File: config.mk
export PLATFORM = sky130hd
export DESIGN_NAME = mms_sequencer
export DESIGN_NICKNAME = d
export VERILOG_FILES = /design/src/shared/mms_pkg.sv /design/src/rtl/mms_sequencer.sv /design/src/rtl/mms_sync.sv
export VERILOG_INCLUDE_DIRS = /design/src /design/src/shared
export SDC_FILE = /design/constraint.sdc
export NUM_CORES = 1
export LEC_CHECK = 0
export BUFFER_PORTS_ARGS = -buffer_cell sky130_fd_sc_hd__buf_2
export CORE_AREA = 2 2 101 103
export CTS_CLUSTER_SIZE = 10
export DETAILED_ROUTE_END_ITERATION = 12
export DIE_AREA = 0 0 103 105
export PLACE_DENSITY_LB_ADDON = 0.05
export SLEW_MARGIN = 25
export SYNTH_ARGS = -nofsm -noshare
export SYNTH_HDL_FRONTEND = slang
export SYNTH_SLANG_ARGS = --single-unit
File: constraint.sdc
create_clock -name sys_clk -period 10.6 [get_ports sys_clk]
set_clock_uncertainty 0.15 [all_clocks]
set_input_delay 2.12 -clock sys_clk [delete_from_list [all_inputs] [get_ports sys_clk]]
set_output_delay 2.12 -clock sys_clk [all_outputs]
set_load 0.05 [all_outputs]
File: src/shared/mms_regs.svh
// Constants of the monitor slot sequencer: field positions, reset values, timing
// Assumes a 250 MHz system clock
`ifndef MMS_REGS_SVH
`define MMS_REGS_SVH
`define MMS_MASK_GND_BIT 7
`define MMS_MASK_AUX2_BIT 5
`define MMS_MASK_AUX1_BIT 4
`define MMS_MASK_RESET 8'h0f
`define MMS_SKIP_RESET 8'h00
`define MMS_POL_SWAP_BIT 7
`define MMS_CLK_PERIOD_PS 4000
`define MMS_TIMEOUT_US 45
`define MMS_TIMEOUT_CYCLES ((`MMS_TIMEOUT_US * 1000000) / `MMS_CLK_PERIOD_PS)
`define MMS_SLOT_COUNT 11
`endif

File: src/shared/mms_pkg.sv
// Types of the monitor slot sequencer
// Assumes mms_regs.svh is included by the design files
package mms_pkg;
  typedef enum logic [1:0] {
    MMS_EN_ON = 2'b00,
    MMS_EN_STANDBY = 2'b01,
    MMS_EN_LIMITED = 2'b10
  } mms_en_level_t;
  typedef enum logic [3:0] {
    MMS_SL_CH1_BUS = 4'h0, MMS_SL_CH1_SHUNT = 4'h1,
    MMS_SL_CH2_BUS = 4'h2, MMS_SL_CH2_SHUNT = 4'h3,
    MMS_SL_CH3_BUS = 4'h4, MMS_SL_CH3_SHUNT = 4'h5,
    MMS_SL_CH4_BUS = 4'h6, MMS_SL_CH4_SHUNT = 4'h7,
    MMS_SL_AUX1 = 4'h8, MMS_SL_AUX2 = 4'h9, MMS_SL_GND = 4'ha
  } mms_slot_t;
  typedef struct packed {
    logic drive;
    logic reversed;
    mms_slot_t slot;
  } mms_out_t;
  typedef struct packed {
    logic [7:0] channelEnableMask;
    logic [7:0] slotSkipCounts;
    logic [7:0] polarityControl;
    logic timeoutDisable;
  } mms_cfg_t;
endpackage

File: src/rtl/mms_sequencer.sv
// Slot sequencer of a four-channel supply monitor with bus-valid logic
// Assumes select strobe, enable and comparator levels arrive asynchronously
// Operation
// - Step through enabled slots in fixed order
// - Paired devices alternate drive, start high-Z
// - Every second pass reverses output polarity
// - Outside standby, valid flag low until comparators exceed threshold
// - Only enabled channels affect valid flag
// - Override forces flag low, else release
// - Idle select beyond timeout restarts sequence
// - Enable pin toggle restarts sequence
// - Enable low runs, high is standby
// - Floating enable: comparators only, mux reset
// - Skip nibbles: start pulses, end pulses
// - Mask bits map ground, aux, channels
// - Polarity bit 7 enables swap mode
`timescale 1ns/1ps
`include "mms_regs.svh"
module mms_sequencer (
  input wire logic sys_clk,
  input wire logic arst_n,
  input wire logic slotStepStrobe,
  input wire logic enablePinLow,
  input wire logic enablePinFloat,
  input wire logic overridePin,
  input wire logic [3:0] busSenseInput,
  input wire mms_pkg::mms_cfg_t cfg,
  output mms_pkg::mms_out_t diffOut,
  output logic bandgapOutput,
  output logic busValidFlagOut,
  output logic busValidFlagOe,
  output logic [4:0] slotIndex
);
  localparam int TMO = `MMS_TIMEOUT_CYCLES;
  logic [7:0] syncIn;
  logic stepS, enLowS, enFloatS, ovrS;
  logic [3:0] senseS;
  mms_sync #(.W(8)) uSync (
    .sys_clk(sys_clk),
    .arst_n(arst_n),
    .din({slotStepStrobe, enablePinLow, enablePinFloat, overridePin, busSenseInput}),
    .dout(syncIn)
  );
  assign stepS = syncIn[7];
  assign enLowS = syncIn[6];
  assign enFloatS = syncIn[5];
  assign ovrS = syncIn[4];
  assign senseS = syncIn[3:0];

  function automatic logic slotOn(input logic [7:0] m, input logic [3:0] s);
    logic r;
    r = 1'b0;
    if (s <= 4'h7)
      r = m[s[3:1]];
    else if (s == 4'h8)
      r = m[`MMS_MASK_AUX1_BIT];
    else if (s == 4'h9)
      r = m[`MMS_MASK_AUX2_BIT];
    else if (s == 4'ha)
      r = m[`MMS_MASK_GND_BIT];
    return r;
  endfunction

  // Number of enabled slots in a mask
  function automatic logic [4:0] countOn(input logic [7:0] m);
    logic [4:0] c;
    c = '0;
    for (int i = 0; i < `MMS_SLOT_COUNT; i++)
      c = c + {4'h0, slotOn(m, i[3:0])};
    return c;
  endfunction

  // Slot holding a given rank among the enabled ones
  function automatic logic [3:0] slotAt(input logic [7:0] m, input logic [4:0] rank);
    logic [3:0] r;
    logic [4:0] k;
    r = 4'h0;
    k = '0;
    for (int i = 0; i < `MMS_SLOT_COUNT; i++)
      if (slotOn(m, i[3:0]))
      begin
        if (k == rank)
          r = i[3:0];
        k = k + 5'd1;
      end
    return r;
  endfunction

  mms_pkg::mms_en_level_t enLevel;
  always_comb
  begin
    if (enFloatS)
      enLevel = mms_pkg::MMS_EN_LIMITED;
    else if (enLowS)
      enLevel = mms_pkg::MMS_EN_ON;
    else
      enLevel = mms_pkg::MMS_EN_STANDBY;
  end

  // Sequencer state
  logic stepPrev, enPrev, started, passOdd;
  logic [4:0] pos;
  logic [7:0] mask, skip, pol;
  logic [13:0] idleCnt;
  logic next_stepPrev, next_enPrev, next_started, next_passOdd;
  logic [4:0] next_pos;
  logic [7:0] next_mask, next_skip, next_pol;
  logic [13:0] next_idleCnt;
  mms_pkg::mms_out_t next_diffOut;
  logic [4:0] next_slotIndex;
  logic [4:0] total;
  logic [4:0] enCount;
  logic rise, edgeAny, restart;
  logic [4:0] nextEnCount;
  logic [4:0] ordinal;

  always_comb
  begin
    enCount = countOn(mask);
    total = 5'(skip[7:4]) + enCount + 5'(skip[3:0]);
  end

  always_comb
  begin
    rise = stepS && !stepPrev;
    edgeAny = stepS != stepPrev;
    restart = (enLowS != enPrev)
      || (!cfg.timeoutDisable && (idleCnt >= 14'(TMO)));
    next_stepPrev = stepS;
    next_enPrev = enLowS;
    next_mask = mask;
    next_skip = skip;
    next_pol = pol;
    next_pos = pos;
    next_started = started;
    next_passOdd = passOdd;
    next_idleCnt = (edgeAny || !started) ? '0 : idleCnt + 14'd1;
    if (restart)
    begin
      next_pos = '0;
      next_started = 1'b0;
      next_passOdd = 1'b0;
      next_idleCnt = '0;
    end
    else if (rise)
    begin
      next_started = 1'b1;
      if ((pos == '0) || (pos >= total))
      begin
        // Settings take effect at cycle boundary
        next_mask = cfg.channelEnableMask;
        next_skip = cfg.slotSkipCounts;
        next_pol = cfg.polarityControl;
        next_pos = 5'd1;
        if (pos != '0)
          next_passOdd = !passOdd && pol[`MMS_POL_SWAP_BIT];
      end
      else
        next_pos = pos + 5'd1;
    end
    if (enLevel != mms_pkg::MMS_EN_ON)
    begin
      next_pos = '0;
      next_started = 1'b0;
      next_passOdd = 1'b0;
      next_idleCnt = '0;
      next_mask = cfg.channelEnableMask;
      next_skip = cfg.slotSkipCounts;
      next_pol = cfg.polarityControl;
    end
    next_slotIndex = next_pos;
    // Output decoded from next state so it lines up with slotIndex
    nextEnCount = countOn(next_mask);
    ordinal = next_pos - 5'd1 - 5'(next_skip[7:4]);
    next_diffOut = '0;
    next_diffOut.slot = mms_pkg::mms_slot_t'(slotAt(next_mask, ordinal));
    // Drive only inside enabled window; skipped pulses stay high-Z
    if ((enLevel == mms_pkg::MMS_EN_ON) && (next_pos > 5'(next_skip[7:4]))
      && (next_pos <= 5'(next_skip[7:4]) + nextEnCount))
    begin
      next_diffOut.drive = 1'b1;
      next_diffOut.reversed = next_passOdd;
    end
  end

  // Bus-valid logic
  logic next_bvOut, next_bvOe, next_bg;
  logic allValid;
  always_comb
  begin
    allValid = &(senseS | ~mask[3:0]);
    next_bg = enLevel != mms_pkg::MMS_EN_STANDBY;
    next_bvOut = 1'b0;
    if (ovrS)
      next_bvOe = 1'b1;
    else if (enLevel == mms_pkg::MMS_EN_STANDBY)
      next_bvOe = 1'b0;
    else
      next_bvOe = !allValid;
  end

  always_ff @(posedge sys_clk or negedge arst_n)
  begin
    if (!arst_n)
    begin
      stepPrev <= 1'b0;
      enPrev <= 1'b0;
      started <= 1'b0;
      passOdd <= 1'b0;
      pos <= '0;
      mask <= `MMS_MASK_RESET;
      skip <= `MMS_SKIP_RESET;
      pol <= 8'h00;
      idleCnt <= '0;
      diffOut <= '0;
      slotIndex <= '0;
      bandgapOutput <= 1'b0;
      busValidFlagOut <= 1'b0;
      busValidFlagOe <= 1'b1;
    end
    else
    begin
      stepPrev <= next_stepPrev;
      enPrev <= next_enPrev;
      started <= next_started;
      passOdd <= next_passOdd;
      pos <= next_pos;
      mask <= next_mask;
      skip <= next_skip;
      pol <= next_pol;
      idleCnt <= next_idleCnt;
      diffOut <= next_diffOut;
      slotIndex <= next_slotIndex;
      bandgapOutput <= next_bg;
      busValidFlagOut <= next_bvOut;
      busValidFlagOe <= next_bvOe;
    end
  end
endmodule

File: src/rtl/mms_sync.sv
// Two flip-flop synchroniser for a vector of pin inputs
// Assumes inputs are asynchronous to sys_clk
`timescale 1ns/1ps
module mms_sync #(
  parameter int W = 1
) (
  input wire logic sys_clk,
  input wire logic arst_n,
  input wire logic [W-1:0] din,
  output logic [W-1:0] dout
);
  logic [W-1:0] stage1;
  logic [W-1:0] next_stage1;
  logic [W-1:0] next_dout;
  always_comb
  begin
    next_stage1 = din;
    next_dout = stage1;
  end
  always_ff @(posedge sys_clk or negedge arst_n)
  begin
    if (!arst_n)
    begin
      stage1 <= '0;
      dout <= '0;
    end
    else
    begin
      stage1 <= next_stage1;
      dout <= next_dout;
    end
  end
endmodule

Word-level counts from Yosys, hierarchy flattened
Cells that the tools add are included.

Latch bits: 0. Output and inout bits: 14. ROM bits: 0. Memory bits (writable): 0. Memories: 0. Word-level logic and storage cells: 158. Input bits: 35. Bits in registers: 70.

Add/subtract/negate cells: 36. Muxes and demuxes: 62. Multiply operators: 0. Equality and inequality tests: 15. Reduce and logical (&&, ||, !) cells: 22. Bitwise operators: 2. Shifts and indexed selects: 0. Divide/modulo/power cells: 0. $lt $le $gt $ge: 4.

Operators by type and width (count): $mux 8 (12); $mux 4 (18); $mux 5 (13); $add 5x1->5 (12); $add 5x1->5 const B (10); $eq 5x5->1 (10); $mux 14 (3); $add 14x1->14 const B (1); $ge 14x14->1 const B (1); $mux 1 (14); $add 4x1->5 (2); $add 4x5->5 (2); $add 3x1->4 (2); $add 2x1->3 (2); $reduce_bool 2->1 (3); $add 5x4->5 (1); $ge 5x5->1 (1); $gt 5x4->1 (1); $le 5x5->1 (1); $logic_and 1x1->1 (5); $logic_not 1->1 (5); $logic_not 5->1 (1); $reduce_bool 5->1 (1); $sub 5x1->5 const B (1); 13 further kinds (19).

Logic depth before layout (Yosys ltp)
Word-level depth: 41. Mapped depth: 31. Depth with buffers taken out: 30.

By module
From an unflattened synthesis, not the netlist that was laid out.

Cells, all modules: 391. Area total of the unflattened synthesis: 4139.0 um^2.

By module, submodules not included: mms_sequencer (area an instance 3738.6 um^2, seq. area each 1182.4 um^2, instances 1, cells an instance 375); mms_sync (area an instance 400.4 um^2, seq. area each 400.4 um^2, instances 1, cells an instance 16).

Worst setup path before layout
No wires, ideal clock.

Path type: register to register. Start point: reg mask[0]. End point: reg diffOut[4] (netlist name). Setup time: 0.119 ns. Clock period less this slack: 7.798 ns. Data required time: 10.331 ns. Data arrival time: 7.529 ns. Buffers on the path: 1. Stages on the path, launching flop included: 30. Path slack: 2.802 ns. Cells stage by stage: dfstp_2 -> inv_1 -> fa_1 -> inv_1 -> fa_1 -> inv_1 -> fa_1 -> inv_1 -> ha_1 -> fa_1 -> inv_1 -> ha_1 -> a21oi_1 -> o21ai_0 -> a22o_2 -> a21oi_1 -> buf_4 -> mux2_2 -> fa_1 -> fa_1 -> ha_1 -> fa_1 -> inv_1 -> ha_1 -> nor2b_1 -> o21ai_0 -> maj3_1 -> o221a_2 -> o21a_1 -> and2_1.

RTL lines: from (decl) (RTL line mms_sequencer.sv:103) `logic [7:0] mask, skip, pol;`; from (signal assigned) (RTL line mms_sequencer.sv:211) `` mask <= `MMS_MASK_RESET; ``; from (signal assigned) (RTL line mms_sequencer.sv:228) `mask <= next_mask;`; to (signal assigned) (RTL line mms_sequencer.sv:232) `diffOut <= next_diffOut;`; to (decl) (RTL line mms_sequencer.sv:28) `output mms_pkg::mms_out_t diffOut,`.

==> run summary <==
The flow ran to the end, and the final reports show no timing, DRC or antenna violations. The run gives 0 as the final count of pins violating max slew. The largest net degree at the start of global routing was 64. Yosys printed 0 warnings. The worst hold path terminates at uSync.dout[4]. The run gives 0 as the number of antenna violations at the first check in global routing. Port buffering added 39 buffers. Derived from the worst setup path, the maximum achievable clock frequency is 0.115 GHz. The total power divided by cell area was 154 nW/um2; the clock transition at the registers of the reported paths was 0.07 ns.

Final hold analysis gives a worst-case slack of 0.198 ns. The H-tree was split into 3 levels. Summed over all cells, the static leakage comes to 2.23 nW. Final setup TNS: 0 ns.

Setup repair after global routing left no endpoint under its margin. The longest individual stage delay on the worst path was 0.59 ns. The logs give 0 for the cts-stage hold buffer count and 10800 um2 for the die area. The number of setup buffers added after CTS was 0. The startpoint identified for the worst hold timing path is uSync.next_dout[4]. The first detailed-routing pass ran for 4 iterations.

The area growth from synthesis to layout came out at 11.6%. The per-instance average area after synthesis is 10.3 um2, and the flop and latch count out of synthesis is 63. Cell repeated most along the worst path: sky130_fd_sc_hd__fa_1.

In the synthesized netlist the async set-or-reset flop fraction comes to 100%. Summing every instance area after synthesis gives 4300 um2. The via count of the routed design came out at 3059.

The peak ir drop on the vdd network was 0.0788 mV; the buffer and inverter count on the worst path was 7. Number of global-route vias before repair: 3138. The logs give 2 for the maximum clock path buffer count and 937 for the number of filler instances in the final layout. Worst hold path class: flip-flop to flip-flop. In the final layout, the multi-input gates occupy 2510 um2. Measured in cells, the most critical reg-to-reg path has a length of 29.

In this run the vertical extent of the chip is 105 um. The later pin in the worst-skew pair is clocked with a latency of 0.33 ns. Detailed-placement wirelength estimate: 6860 um. TritonCTS buffer count: 9. In the final routed layout, each cell accounts on average for 14.8 um. The number of antenna cells inserted is 0. The tools report the final layout net count as 549. In this run the cell area measured after placement is 4640 um2.

STA classifies the critical path startpoint as a flip-flop. Max-cap violations in this run came to 0. The number of different library cells used by synthesis comes to 65. The run gives 0 as the number of nets with antenna violations after detailed routing. Cell with the largest stage delay on the worst path: sky130_fd_sc_hd__fa_1.

The logs give 49.8% for the end-of-flow core utilization and 0 for the quantity of gates resized following cts. The tools report the clock root buffer as sky130_fd_sc_hd__clkbuf_8. The run gives 44.6% as the initial core utilization. In the global route stage, overall resource usage came out at 17.7%. The placeable core region is 9640 um2, and the worst-path maximum fanout is 13. STA classifies the critical path endpoint as a flip-flop. Synthesis handed over a netlist of 418 instances. In this design, the largest share of critical-path delay is due to adder cells. Final count of hold timing violations: 0. Horizontal die dimension: 103 um. Most used flip-flop cell after synthesis: sky130_fd_sc_hd__dfrtp_1.

Registers take 1580 um2. The count of endpoints failing setup in the final report is 0, and the post-detailed-routing wire length is 8870 um. The global-route wire length before repair is 15000 um, and the worst-case headroom to the max-slew limit is 47.5%. The logs give 8.75 ns for the data arrival time of the critical path and 0.800 for the last weighted congestion value of the routability-driven placer. The startpoint identified for the worst register-to-register timing path is mask[0]. The logs give 10.68 ns for the worst path required time and 4800 um2 for the final standard cell area without fillers.

At the pin with the least slew margin, the transition time is 0.788 ns. The endpoint identified for the worst register-to-register timing path is diffOut[4]. The number of synthesized flops with an enable pin was 0; the worst hold path depth was 0.

Synthesis produced a netlist with a net count of 505. For this run the aggregate overflow at the end of global routing stands at 0. TritonCTS built the clock tree. The clock sink total was 63. In the routed layout, each cell is associated on average with a via count of 5.10. The setup path with the least slack is of type flip-flop to flip-flop. The part of the cycle the worst path needs is 81.8%, and the minimum clock period after layout is 8.67 ns.

The initialized floorplan defines 36 standard-cell rows. Pin placement for this block handled 49 I/O pins. After detailed routing, the number of remaining DRC violations is 0. The first routing iteration left 157 violations. After synthesis, flip-flops and latches occupy 36.8% of the total area.

The share of layout cells above drive strength 1 is 17.8%, and the minimum setup slack among reg-to-reg paths is 1.93 ns.
==> metrics by stage <==
| stage | setup slack [ns] | power (mW) | cells |
|---|---|---|---|
| floorplan | 2.80 | 0.503 | 418 |
| global placement | 1.92 | 0.568 | 584 |
| detailed placement | 1.87 | 0.575 | 584 |
| CTS | 1.86 | 0.754 | 600 |
| global route | 1.52 | 0.808 | 600 |
| finish | 1.93 | 0.740 | 600 |
==> layout by cell type, fill, tap and decap left out, types with 3 or more instances in the layout <==
cell type	synthesis	final
sky130_fd_sc_hd__a211oi_1	9	9
sky130_fd_sc_hd__a21o_1	4	4
sky130_fd_sc_hd__a21oi_1	15	14
sky130_fd_sc_hd__a22oi_1	3	3
sky130_fd_sc_hd__a31oi_1	4	4
sky130_fd_sc_hd__and2_1	4	4
sky130_fd_sc_hd__and3_1	3	3
sky130_fd_sc_hd__buf_2	1	39
sky130_fd_sc_hd__clkbuf_1	4	3
sky130_fd_sc_hd__clkbuf_8	0	9
sky130_fd_sc_hd__clkinv_2	0	3
sky130_fd_sc_hd__dfrtp_1	58	58
sky130_fd_sc_hd__dfstp_2	5	5
sky130_fd_sc_hd__fa_1	15	15
sky130_fd_sc_hd__ha_1	37	37
sky130_fd_sc_hd__inv_1	46	46
sky130_fd_sc_hd__maj3_1	3	3
sky130_fd_sc_hd__mux2_2	9	9
sky130_fd_sc_hd__mux2i_1	12	12
sky130_fd_sc_hd__nand2_1	20	20
sky130_fd_sc_hd__nand2b_1	6	6
sky130_fd_sc_hd__nand3_1	8	8
sky130_fd_sc_hd__nand4_1	5	5
sky130_fd_sc_hd__nor2_1	38	38
sky130_fd_sc_hd__nor2b_1	3	3
sky130_fd_sc_hd__nor3_1	10	10
sky130_fd_sc_hd__o21ai_0	11	11
sky130_fd_sc_hd__o22ai_1	4	4
sky130_fd_sc_hd__xnor2_1	21	21
sky130_fd_sc_hd__xor2_1	16	16
==> Yosys cell counts, drive strengths merged (10+ instances only) <==
cell type  instances  share of area (%)
nor3              10                1.2
xnor2             22                4.9
o21ai             11                1.3
inv               46                4.0
mux2i             12                2.8
a21oi             16                1.9
nor2              38                3.3
mux2              10                2.7
xor2              16                3.3
nand2             20                1.7
fa                15                7.0
dfrtp             58                 34
ha                37                 11
==> routing by layer <==
| metal | track usage (%) | wire, um | share of wire [%] |
|---|---|---|---|
| met1 | 25.5 | 4400 | 50 |
| met4 | 5.08 | 95 | 1.1 |
| met5 | 0 | 0 | 0 |
| met2 | 27.4 | 4120 | 46 |
| met3 | 3.08 | 262 | 3.0 |
==> cell families (layout without fill, tap and decap cells) <==
group                      Yosys count  in the layout  synth area share, %
and+or+nand+nor                    109            109                 12.9
AOI/OAI and AO/OA                   74             74                 12.1
DFF                                 63             63                 36.8
adders and majority gates           55             55                 18.4
buffers and inverters               54            103                 4.92
xor gates and xnor gates            40             40                 9.22
muxes                               22             22                 5.50
other                                1              1               0.0872
==> area by class of cell <==
type,instances,share of cell area [%]
tap,133,3.47
timing repair buffer,41,4.38
sequential,63,33.0
clock buffer,12,2.81
clock inverter,4,0.469
inverter,46,3.60
multi-input combinational,301,52.3
==> worst max-delay path by stage <==
stage	from	to	slack, ns	depth (start not counted)
after detailed placement	mask[0]	diffOut[4]	1.87	29
after global routing	mask[0]	diffOut[4]	1.52	29
after floorplan	mask[0]	diffOut[4]	2.80	29
final	mask[0]	diffOut[4]	1.93	29
after global placement	mask[0]	diffOut[4]	1.92	29
after CTS	mask[0]	diffOut[4]	1.86	29
==> registers in the layout, indices dropped and copies added (netlist names) <==
signal           cells
skip                 8
uSync.dout           8
stepPrev             1
started              1
pol                  1
busValidFlagOe       1
pos                  5
idleCnt             14
passOdd              1
uSync.next_dout      8
mask                 7
enPrev               1
bandgapOutput        1
diffOut              6
==> report_power, final <==
part | leakage [nW] | switching [mW] | total, mW | internal (mW)
Sequential | 0.789 | 0.00628 | 0.259 | 0.252
Clock | 0.0801 | 0.0886 | 0.172 | 0.0838
Combinational | 1.36 | 0.174 | 0.309 | 0.134
Total | 2.23 | 0.269 | 0.740 | 0.470
No activity file was read; power rests on OpenSTA's default activity.
